### config.mk
export PLATFORM = sky130hd
export DESIGN_NAME = seil_core
export DESIGN_NICKNAME = d
export VERILOG_FILES = /design/src/seil_pkg.sv /design/src/seil_core.sv
export SDC_FILE = /design/constraint.sdc
export NUM_CORES = 1
export LEC_CHECK = 0
export BUFFER_PORTS_ARGS = -buffer_cell sky130_fd_sc_hd__buf_4
export CAP_MARGIN = 15
export CORE_ASPECT_RATIO = 1.2
export CORE_MARGIN = 1
export CORE_UTILIZATION = 60
export CTS_CLUSTER_DIAMETER = 100
export DETAILED_ROUTE_END_ITERATION = 16
export PLACE_DENSITY = 0.95
export SLEW_MARGIN = 20
export SYNTH_ARGS = -nofsm -noshare
export SYNTH_HDL_FRONTEND = slang
export SYNTH_SLANG_ARGS = --single-unit
### constraint.sdc
create_clock -name clk -period 18.9 [get_ports clk]
set_input_delay 2.835 -clock clk [delete_from_list [all_inputs] [get_ports clk]]
set_output_delay 2.835 -clock clk [all_outputs]
set_load 0.01 [all_outputs]
### src/seil_pkg.sv
// constants and state type for the sensor event interrupt logic
// assumes one clock domain shared with the host register port and the sequencer
package seil_pkg;

  // register addresses
  localparam logic [7:0] ADDR_PIN_CFG = 8'h03;
  localparam logic [7:0] ADDR_MASK = 8'h04;
  localparam logic [7:0] ADDR_MODE1 = 8'h05;
  localparam logic [7:0] ADDR_MODE2 = 8'h06;
  localparam logic [7:0] ADDR_FLAGS = 8'h21;

  // writable bits; reserved bits read as zero
  localparam logic [7:0] PIN_CFG_USED = 8'h03;
  localparam logic [7:0] MASK_USED = 8'h3f;
  localparam logic [7:0] MODE1_USED = 8'hff;
  localparam logic [7:0] MODE2_USED = 8'h0f;
  localparam logic [7:0] FLAGS_USED = 8'h3f;
  localparam logic [7:0] REG_RESET = 8'h00;

  // pin configuration fields
  localparam int PIN_OE_BIT = 0;
  localparam int PIN_REL_BIT = 1;

  // flag and mask bit positions
  localparam int FLAG_LIGHT_EXIT = 0;
  localparam int FLAG_LIGHT_ENTER = 1;
  localparam int FLAG_PROX_BASE = 2;
  localparam int FLAG_CMD = 5;

  // mode field low bit positions
  localparam int PROX1_MODE_LO = 4;
  localparam int PROX2_MODE_LO = 6;
  localparam int PROX3_MODE_LO = 0;
  localparam int CMD_MODE_LO = 2;
  localparam int LIGHT_EXIT_BIT = 0;
  localparam int LIGHT_SRC_BIT = 1;
  localparam int LIGHT_ENTER_BIT = 2;
  localparam logic [2:0] LIGHT_MODE_EVERY = 3'h0;

  // proximity mode encodings
  localparam logic [1:0] PM_EVERY = 2'h0;
  localparam logic [1:0] PM_CROSS = 2'h1;
  localparam logic [1:0] PM_ABOVE = 2'h3;

  // response error marker
  localparam int RESP_ERR_BIT = 7;

  // compressed 8-bit format: exponent in high nibble, mantissa in low nibble
  localparam int CMP_EXP_LO = 4;
  localparam int NIBBLE_W = 4;
  localparam int SAMPLE_W = 16;
  localparam int PROX_CH = 3;

  typedef struct packed {
    logic [7:0] pin_cfg;
    logic [7:0] mask;
    logic [7:0] mode1;
    logic [7:0] mode2;
    logic [7:0] flags;
    logic [7:0] rdata;
    logic [PROX_CH-1:0] prox_above;
    logic [PROX_CH-1:0][7:0] prox_hist;
    logic [1:0] light_in;
    logic pin_out;
    logic pin_oe_n;
  } seil_state_t;

  localparam seil_state_t STATE_RESET = '{
    pin_cfg: REG_RESET, mask: REG_RESET, mode1: REG_RESET, mode2: REG_RESET,
    flags: REG_RESET, rdata: REG_RESET, prox_above: '0, prox_hist: '0,
    light_in: '0, pin_out: 1'b0, pin_oe_n: 1'b1};

endpackage

### src/seil_core.sv
// event flags, masks, modes and the open-drain interrupt pin of the sensor
// assumes host register port and measurement sequencer run on clk, no sync needed
//
// Notes on behaviour
// - pin is driven only while the output-enable bit of pin configuration is set
// - pin asserts when any bit of mask AND flags is set
// - with release-select zero, pin holds until host clears the flags
// - writing flags clears each bit written one, bits written zero unchanged
// - sequencer sets flags only as mask and both mode registers select
// - proximity one masked never flags; mode zero flags after every sample
// - proximity one mode 01 flags on threshold crossing either direction
// - proximity one mode 11 flags on each sample above its threshold
// - proximity compares use shared hysteresis, history check, compressed thresholds
// - proximity two and three use same encoding, own thresholds
// - light flag zero on leaving region, flag one on entering, visible or infrared
// - command flag on every new response, or only on new error code
`timescale 1ns/1ps

module seil_core (
  input wire logic clk,
  input wire logic rst_n,
  input wire logic ce,
  // host register port
  input wire logic reg_wr,
  input wire logic reg_rd,
  input wire logic [7:0] reg_addr,
  input wire logic [7:0] reg_wdata,
  output logic [7:0] reg_rdata,
  // proximity samples from the sequencer
  input wire logic [seil_pkg::PROX_CH-1:0] prox_sample_valid,
  input wire logic [seil_pkg::PROX_CH-1:0][seil_pkg::SAMPLE_W-1:0] prox_sample,
  input wire logic [7:0] prox1_threshold,
  input wire logic [7:0] prox2_threshold,
  input wire logic [7:0] prox3_threshold,
  input wire logic [7:0] prox_hysteresis,
  input wire logic [7:0] prox_history_check,
  // ambient light samples, index 0 visible, 1 infrared
  input wire logic [1:0] light_sample_valid,
  input wire logic [1:0][seil_pkg::SAMPLE_W-1:0] light_sample,
  input wire logic [7:0] light_low_threshold,
  input wire logic [7:0] light_high_threshold,
  // command responses
  input wire logic resp_valid,
  input wire logic [7:0] resp_value,
  // open-drain interrupt pin, active low on the wire
  output logic irq_pin_out,
  output logic irq_pin_oe_n,
  // flag register for observation
  output logic [7:0] event_flags
);

  seil_pkg::seil_state_t q;
  seil_pkg::seil_state_t d;

  ////////////////////////////////////////////////////////////////////////////
  // helpers

  // expand the 8-bit compressed format to a full sample width
  function automatic logic [seil_pkg::SAMPLE_W-1:0] expand(input logic [7:0] c);
    logic [31:0] m;
    logic [3:0] e;
    m = {28'h0000000, c[seil_pkg::NIBBLE_W-1:0]};
    e = c[seil_pkg::CMP_EXP_LO +: seil_pkg::NIBBLE_W];
    expand = seil_pkg::SAMPLE_W'(m << e);
  endfunction

  // read view of a register, reserved bits zero
  function automatic logic [7:0] reg_view(input logic [7:0] a,
                                          input seil_pkg::seil_state_t s);
    case (a)
      seil_pkg::ADDR_PIN_CFG: reg_view = s.pin_cfg;
      seil_pkg::ADDR_MASK: reg_view = s.mask;
      seil_pkg::ADDR_MODE1: reg_view = s.mode1;
      seil_pkg::ADDR_MODE2: reg_view = s.mode2;
      seil_pkg::ADDR_FLAGS: reg_view = s.flags;
      default: reg_view = 8'h00;
    endcase
  endfunction

  // mode field of a proximity channel
  function automatic logic [1:0] prox_mode(input int ch, input seil_pkg::seil_state_t s);
    case (ch)
      0: prox_mode = s.mode1[seil_pkg::PROX1_MODE_LO +: 2];
      1: prox_mode = s.mode1[seil_pkg::PROX2_MODE_LO +: 2];
      default: prox_mode = s.mode2[seil_pkg::PROX3_MODE_LO +: 2];
    endcase
  endfunction

  // history check passes when all selected history bits agree
  function automatic logic hist_agree(input logic [7:0] h, input logic [7:0] sel);
    hist_agree = ((h & sel) == sel) || ((h & sel) == 8'h00);
  endfunction

  ////////////////////////////////////////////////////////////////////////////
  // next state

  logic [7:0] clr;
  logic [7:0] set;
  logic [seil_pkg::PROX_CH-1:0][7:0] th_c;
  logic [seil_pkg::SAMPLE_W:0] hyst;
  logic [seil_pkg::SAMPLE_W:0] th;
  logic [seil_pkg::SAMPLE_W:0] smp;
  logic [seil_pkg::SAMPLE_W-1:0] lo_th;
  logic [seil_pkg::SAMPLE_W-1:0] hi_th;
  logic cand;
  logic [7:0] hist;
  logic now_in;
  logic [1:0] pm;
  logic src;

  always_comb begin
    d = q;
    clr = 8'h00;
    set = 8'h00;
    th_c[0] = prox1_threshold;
    th_c[1] = prox2_threshold;
    th_c[2] = prox3_threshold;
    hyst = {1'b0, expand(prox_hysteresis)};
    th = '0;
    smp = '0;
    cand = 1'b0;
    hist = 8'h00;
    lo_th = expand(light_low_threshold);
    hi_th = expand(light_high_threshold);
    now_in = 1'b0;
    pm = 2'h0;
    src = q.mode1[seil_pkg::LIGHT_SRC_BIT];

    // host writes
    if (reg_wr) begin
      case (reg_addr)
        seil_pkg::ADDR_PIN_CFG: d.pin_cfg = reg_wdata & seil_pkg::PIN_CFG_USED;
        seil_pkg::ADDR_MASK: d.mask = reg_wdata & seil_pkg::MASK_USED;
        seil_pkg::ADDR_MODE1: d.mode1 = reg_wdata & seil_pkg::MODE1_USED;
        seil_pkg::ADDR_MODE2: d.mode2 = reg_wdata & seil_pkg::MODE2_USED;
        seil_pkg::ADDR_FLAGS: clr = reg_wdata;
        default: ;
      endcase
    end

    // host reads; release-select one makes a flag read self-clearing
    if (reg_rd) begin
      d.rdata = reg_view(reg_addr, q);
      if (reg_addr == seil_pkg::ADDR_FLAGS && q.pin_cfg[seil_pkg::PIN_REL_BIT]) begin
        clr = clr | q.flags;
      end
    end

    // proximity channels: hysteresis band around the threshold, then history
    for (int i = 0; i < seil_pkg::PROX_CH; i++) begin
      if (prox_sample_valid[i]) begin
        th = {1'b0, expand(th_c[i])};
        smp = {1'b0, prox_sample[i]};
        if (smp > th + hyst) begin
          cand = 1'b1;
        end else if (smp + hyst < th) begin
          cand = 1'b0;
        end else begin
          cand = q.prox_above[i];
        end
        hist = {q.prox_hist[i][6:0], cand};
        d.prox_hist[i] = hist;
        if (hist_agree(hist, prox_history_check)) begin
          d.prox_above[i] = cand;
        end
        pm = prox_mode(i, q);
        if (q.mask[seil_pkg::FLAG_PROX_BASE + i]) begin
          case (pm)
            seil_pkg::PM_EVERY: set[seil_pkg::FLAG_PROX_BASE + i] = 1'b1;
            seil_pkg::PM_CROSS:
              set[seil_pkg::FLAG_PROX_BASE + i] = d.prox_above[i] != q.prox_above[i];
            seil_pkg::PM_ABOVE: set[seil_pkg::FLAG_PROX_BASE + i] = d.prox_above[i];
            // invalid mode raises nothing
            default: ;
          endcase
        end
      end
    end

    // ambient light: region tracked per source so switching source is clean
    for (int j = 0; j < 2; j++) begin
      if (light_sample_valid[j]) begin
        now_in = (light_sample[j] > lo_th) && (light_sample[j] < hi_th);
        d.light_in[j] = now_in;
        if (q.mode1[2:0] == seil_pkg::LIGHT_MODE_EVERY) begin
          if (j == 0 && q.mask[seil_pkg::FLAG_LIGHT_EXIT]) begin
            set[seil_pkg::FLAG_LIGHT_EXIT] = 1'b1;
          end
        end else if (j == int'(src)) begin
          if (q.mask[seil_pkg::FLAG_LIGHT_EXIT] && q.mode1[seil_pkg::LIGHT_EXIT_BIT]
              && q.light_in[j] && !now_in) begin
            set[seil_pkg::FLAG_LIGHT_EXIT] = 1'b1;
          end
          if (q.mask[seil_pkg::FLAG_LIGHT_ENTER] && q.mode1[seil_pkg::LIGHT_ENTER_BIT]
              && !q.light_in[j] && now_in) begin
            set[seil_pkg::FLAG_LIGHT_ENTER] = 1'b1;
          end
        end
      end
    end

    if (resp_valid && q.mask[seil_pkg::FLAG_CMD]) begin
      if (!q.mode2[seil_pkg::CMD_MODE_LO] || resp_value[seil_pkg::RESP_ERR_BIT]) begin
        set[seil_pkg::FLAG_CMD] = 1'b1;
      end
    end

    // sticky flags, a set in the clearing cycle wins
    d.flags = ((q.flags & ~clr) | set) & seil_pkg::FLAGS_USED;

    d.pin_out = 1'b0;
    d.pin_oe_n = !(q.pin_cfg[seil_pkg::PIN_OE_BIT] && |(q.mask & q.flags));
  end

  ////////////////////////////////////////////////////////////////////////////
  // state register; reset loads even with ce low, otherwise ce low freezes everything

  always_ff @(posedge clk) begin
    if (!rst_n) begin
      q <= seil_pkg::STATE_RESET;
    end else if (ce) begin
      q <= d;
    end
  end

  assign reg_rdata = q.rdata;
  assign irq_pin_out = q.pin_out;
  assign irq_pin_oe_n = q.pin_oe_n;
  assign event_flags = q.flags;

endmodule

## Word level (Yosys, flattened, before mapping)

Cells that the tools add are included.

| storage, ports and cells | value |
|---|---|
| output and inout port bits | 18 |
| flip-flop bits (word level) | 61 |
| logic and storage cells | 151 |
| bits of input ports | 171 |

| cells by class | value |
|---|---|
| shift-type cells | 6 |
| reductions and logical operators | 43 |
| add/sub/neg operators | 6 |
| equal/unequal tests | 17 |
| $lt $le $gt $ge | 10 |
| bitwise operators | 8 |
| mux-type cells | 46 |

Operators with widths:

| operator | count |
|---|---|
| 16-bit by 16-bit adder with 17-bit output | 6 |
| 4-bit by 4-bit left shift with 16-bit output | 6 |
| 16-bit by 17-bit greater-than comparator with 1-bit output | 3 |
| 17-bit by 16-bit < comparator with 1-bit output | 3 |
| 8-bit one-hot mux with 5 select lines | 1 |
| 16-bit greater-than comparator | 2 |
| 16-bit < comparator | 2 |
| 1-bit two-way mux | 30 |
| 8-bit AND | 3 |
| 8-bit by 3-bit == test with 1-bit output, second input constant | 3 |
| 8-bit == test | 3 |
| 8-bit logical NOT | 3 |
| 6-bit two-way mux | 4 |
| 2-bit two-way mux | 8 |
| 1-bit logical AND | 15 |
| 6-bit AND | 2 |
| 6-bit OR | 2 |
| 2-bit AND reduction | 6 |
| 3-bit AND reduction | 4 |
| 1-bit one-hot mux with 3 select lines | 3 |
| 8-bit by 2-bit == test with 1-bit output, second input constant | 1 |
| 8-bit by 6-bit == test with 1-bit output, second input constant | 1 |
| 8-bit OR reduction | 1 |
| 2-bit by 1-bit == test with 1-bit output, second input constant | 3 |
| 7 further kinds | 21 |

## Longest topological paths before layout

| depth | value |
|---|---|
| word-level depth | 16 |
| mapped depth | 26 |
| gate-level depth less buffers | 25 |

## Worst setup path after synthesis

No wires, ideal clock.

| path | value |
|---|---|
| path type | in2reg |
| start | input port prox_hysteresis[7] |
| end | register q (netlist bit event_flags[4]) |
| library setup time | 0.121 ns |
| arrival | 9.062 ns |
| cell stages on the path | 21 |
| path buffers | 3 |
| setup slack | 9.717 ns |
| data required time | 18.779 ns |
| path through | buf_6 > clkbuf_1 > clkbuf_1 > nor4_1 > ha_1 > a21o_1 > maj3_1 > maj3_1 > o21ai_1 > a311oi_1 > a21oi_1 > o31ai_2 > o311ai_0 > ha_1 > o211ai_1 > a211oi_1 > a2111oi_0 > nand3_1 > or4_1 > o2111ai_1 > nand2_1 |

| on the way | value |
|---|---|
| word-level cells in the longest chain between the ends | 16 |
| elaborated cells on any way between the ends | 19 |
| classes of those cells | add/sub: 2; order compare: 2; eq/ne: 2; shift: 1; mux: 8; bitwise: 2; reduce/logical: 2 |

RTL lines:

| what | line | text |
|---|---|---|
| start, declared | seil_core.sv:35 | `input wire logic [7:0] prox_hysteresis,` |
| 4-bit by 4-bit left shift with 16-bit output (*) | seil_core.sv:64 | `expand = seil_pkg::SAMPLE_W'(m << e);` |
| 16-bit by 16-bit adder with 17-bit output | seil_core.sv:156 | `end else if (smp + hyst < th) begin` |
| 17-bit by 16-bit < comparator with 1-bit output | seil_core.sv:156 |  |
| 1-bit two-way mux | seil_core.sv:156 |  |
| 1-bit two-way mux (*) | seil_core.sv:154 | `if (smp > th + hyst) begin` |
| 1-bit two-way mux (*) | seil_core.sv:151 | `if (prox_sample_valid[i]) begin` |
| 8-bit AND | seil_core.sv:91 | `hist_agree = ((h & sel) == sel) \|\| ((h & sel) == 8'h00);` |
| 8-bit == test / 8-bit logical NOT (equally long branches) | seil_core.sv:91 |  |
| 1-bit logical OR | seil_core.sv:91 |  |
| 1-bit two-way mux (*) | seil_core.sv:163 | `if (hist_agree(hist, prox_history_check)) begin` |
| 1-bit two-way mux (*) | seil_core.sv:151 |  |
| 1-bit inequality test | seil_core.sv:171 | `set[seil_pkg::FLAG_PROX_BASE + i] = d.prox_above[i] != q.prox_above[i];` |
| 1-bit one-hot mux with 3 select lines (*) | seil_core.sv:168 | `case (pm)` |
| 1-bit two-way mux (*) | seil_core.sv:167 | `if (q.mask[seil_pkg::FLAG_PROX_BASE + i]) begin` |
| 1-bit two-way mux (*) | seil_core.sv:151 |  |
| 6-bit OR (*) | seil_core.sv:209 | `d.flags = ((q.flags & ~clr) \| set) & seil_pkg::FLAGS_USED;` |
| end signal, assigned | seil_core.sv:220 | `q <= seil_pkg::STATE_RESET;` |
| end, declared | seil_core.sv:52 | `seil_pkg::seil_state_t q;` |

Every way passes the cells marked *; elsewhere a longest branch is shown, timed or not. The select of a mux whose other input is x is not followed.
A chain may end at the register's enable or synchronous reset.

## Worst setup path in the final report

Ends and elaborated chain as after synthesis.

==> out/metrics.yaml <==
grt_setup_unrepaired: "no"
place_congestion: 0.991
cts_hold_buf: 0
routedWlPerCell_um: 18.5
p_per_area_mw_per_mm2: 42.7
dp_hpwl_mm: 31.8
dieWidth_um: 137
yosysWarnings: 0
crit_fanout: 27
syn_avg_cell_area_sq_um: 7.50
cts_resized: 0
antenna_found_initial: 0
fin_area_sq_mm: 0.0147
min_period_over_period: 0.448
rows: 58
synth-seq-cells: 61
period_needed_ps: 8470
fin_nets: 2269
cap_violations: 0
cts_setup_buffers: 0
hp-class: "reg2reg"
max-vdd-ir-drop_mv: 0.0394
ys_seq_area_frac: 0.0936
syn_area_sq_mm: 0.0130
layout_common_cells: "ha_1, buf_4, nand2_1"
cts-root-buf: "clkbuf_16"
syn_to_final_growth_pct: 12.9
syn_inst: 1739
drive_above_1_share: 0.140
clk_latency_ps: 330
cts-buffers-inserted: 9
grt_max_degree: 66
vias: 14063
max_freq_mhz: 118
dieArea_sq_mm: 0.0223
p_leak_nw: 6.61
grt_pass1_wl_mm: 63.6
port_buffers: 178
cp-start-kind: "input port"
power.total_uw: 629
pre_cts_ws_ps: 10230
finClkSkew_ps: 5.88
pin_count: 189
die_h_um: 164
cp.arrival_ps: 8670
setup_tns_ps: 0
end_kind: "flip-flop"
first_iter_violations: 1407
h-tree-depth: 3
clkSinkCount: 61
hold_violations: 0
cts_tree: "done"
via_per_inst: 6.57
outcome: "finished clean"
wl_mm: 39.5
initial_core_util: 0.618
synth_flop_cell: "dfxtp_1"
cts_max_path_buffers: 2
layout_commonest_cell: "ha_1"
synth_cell_types: 93
placed_cell_area_sq_mm: 0.0144
relSlewSlack: 0.168
required_ps: 19110
setup_viol: 0
synth-edff-count: 0
grt_pass1_vias: 13530
num_antenna_cells: 0
slew_violations: 0
clkTransAtPathRegs_ps: 50
async_flop_share: 0
worstMarginPinSlew_ps: 1250
criticalPathCategory: "in2reg"
grtUsageTotal: 0.353
grt_overflow: 0
firstDrtPassIters: 8
drc: 0
worst_slack_ps: 10430
antenna_left: 0
design.core.area_sq_mm: 0.0211
-- worst max-delay path, stage by stage --
cell and delay (ps):
buf_4 210, or3b_1 480, o22a_1 280, inv_1 420, ha_1 360, a21o_1 190, maj3_1 390, a211oi_1 570
o211ai_1 260, a31o_2 280, a21oi_1 180, xnor2_1 110, ha_1 290, and4_1 200, nand2_1 100, o41ai_1 470
a211oi_1 130, o211a_1 190, or4_1 480, o2111ai_1 120, nand2_1 100
-- worst paths after layout --
check | startpoint | endpoint | cells past startpoint | slack (ps)
max | prox_hysteresis[7] | event_flags[4] | 21 | 10430
min | reg_rdata[6] | reg_rdata[6] | 2 | 470
min reg2reg | reg_rdata[6] | reg_rdata[6] | 2 | 470
max reg2reg | q[9] | q[28] | 8 | 16730
-- report_power, final --
group / switching, mW / internal [mW]
combinational: 0.187 / 0.144
sequential: 0.00163 / 0.130
clock: 0.0584 / 0.108
-- cell families after synthesis --
group | synth area share
adders and majority gates | 0.244
xor gates and xnor gates | 0.0645
DFF | 0.0936
buffers and inverters | 0.0582
and+or+nand+nor | 0.234
other | 0.000288
AOI/OAI and AO/OA | 0.259
muxes | 0.0458
-- sequential cells by signal (all words and copies together), names as in the netlist --
signal	count
reg_rdata	8
q	46
event_flags	6
irq_pin_oe_n	1
-- synthesized netlist by cell type, types with 12 or more instances --
cell	instances	area share
dfxtp_1	61	0.094
nor2_1	96	0.028
a21boi_0	27	0.016
o211ai_1	18	0.010
and3_1	28	0.013
buf_4	19	0.011
a22oi_1	19	0.011
nand2b_1	43	0.021
nand4_1	31	0.015
a211oi_1	13	0.0075
o22ai_1	22	0.011
inv_1	103	0.030
nor2b_1	66	0.032
maj3_1	18	0.014
ha_1	227	0.22
clkbuf_1	41	0.012
o21ai_0	80	0.031
mux2_2	16	0.014
mux2i_1	33	0.025
nor3_1	25	0.0096
xor2_1	27	0.018
nand3_1	42	0.016
a21o_1	38	0.022
o21a_1	30	0.017
or3_1	12	0.0058
a21oi_1	129	0.050
and2_1	12	0.0058
nand2_1	168	0.048
xnor2_1	69	0.046
a31oi_1	17	0.0082
-- layout make-up --
cell class,instances,area [sq um]
clock buffer,11,253
clock inverter,4,47.5
fill,1643,6390
inverter,103,387
multi-input combinational,1504,11100
sequential,61,1220
tap,270,338
timing repair buffer,186,1400
-- stage by stage --
step / instances / hold WS (ps) / util
floorplan: 1741 / 441 / -
global placement: 2124 / 452 / 0.683
detailed placement: 2124 / 462 / 0.683
CTS: 2139 / 472 / 0.697
global route: 2139 / 486 / 0.697
finish: 2139 / 469 / 0.697
-- metal layers --
layer	part of all wire	wire length [um]	global-route usage	vias to the layer above
met5	0	0	0	-
met3	0.077	3030	0.0531	209
met2	0.48	18800	0.611	744
li1	-	-	-	6665
met1	0.39	15300	0.410	6445
met4	0.060	2360	0.199	0
No activity file was read; power rests on OpenSTA's default activity.
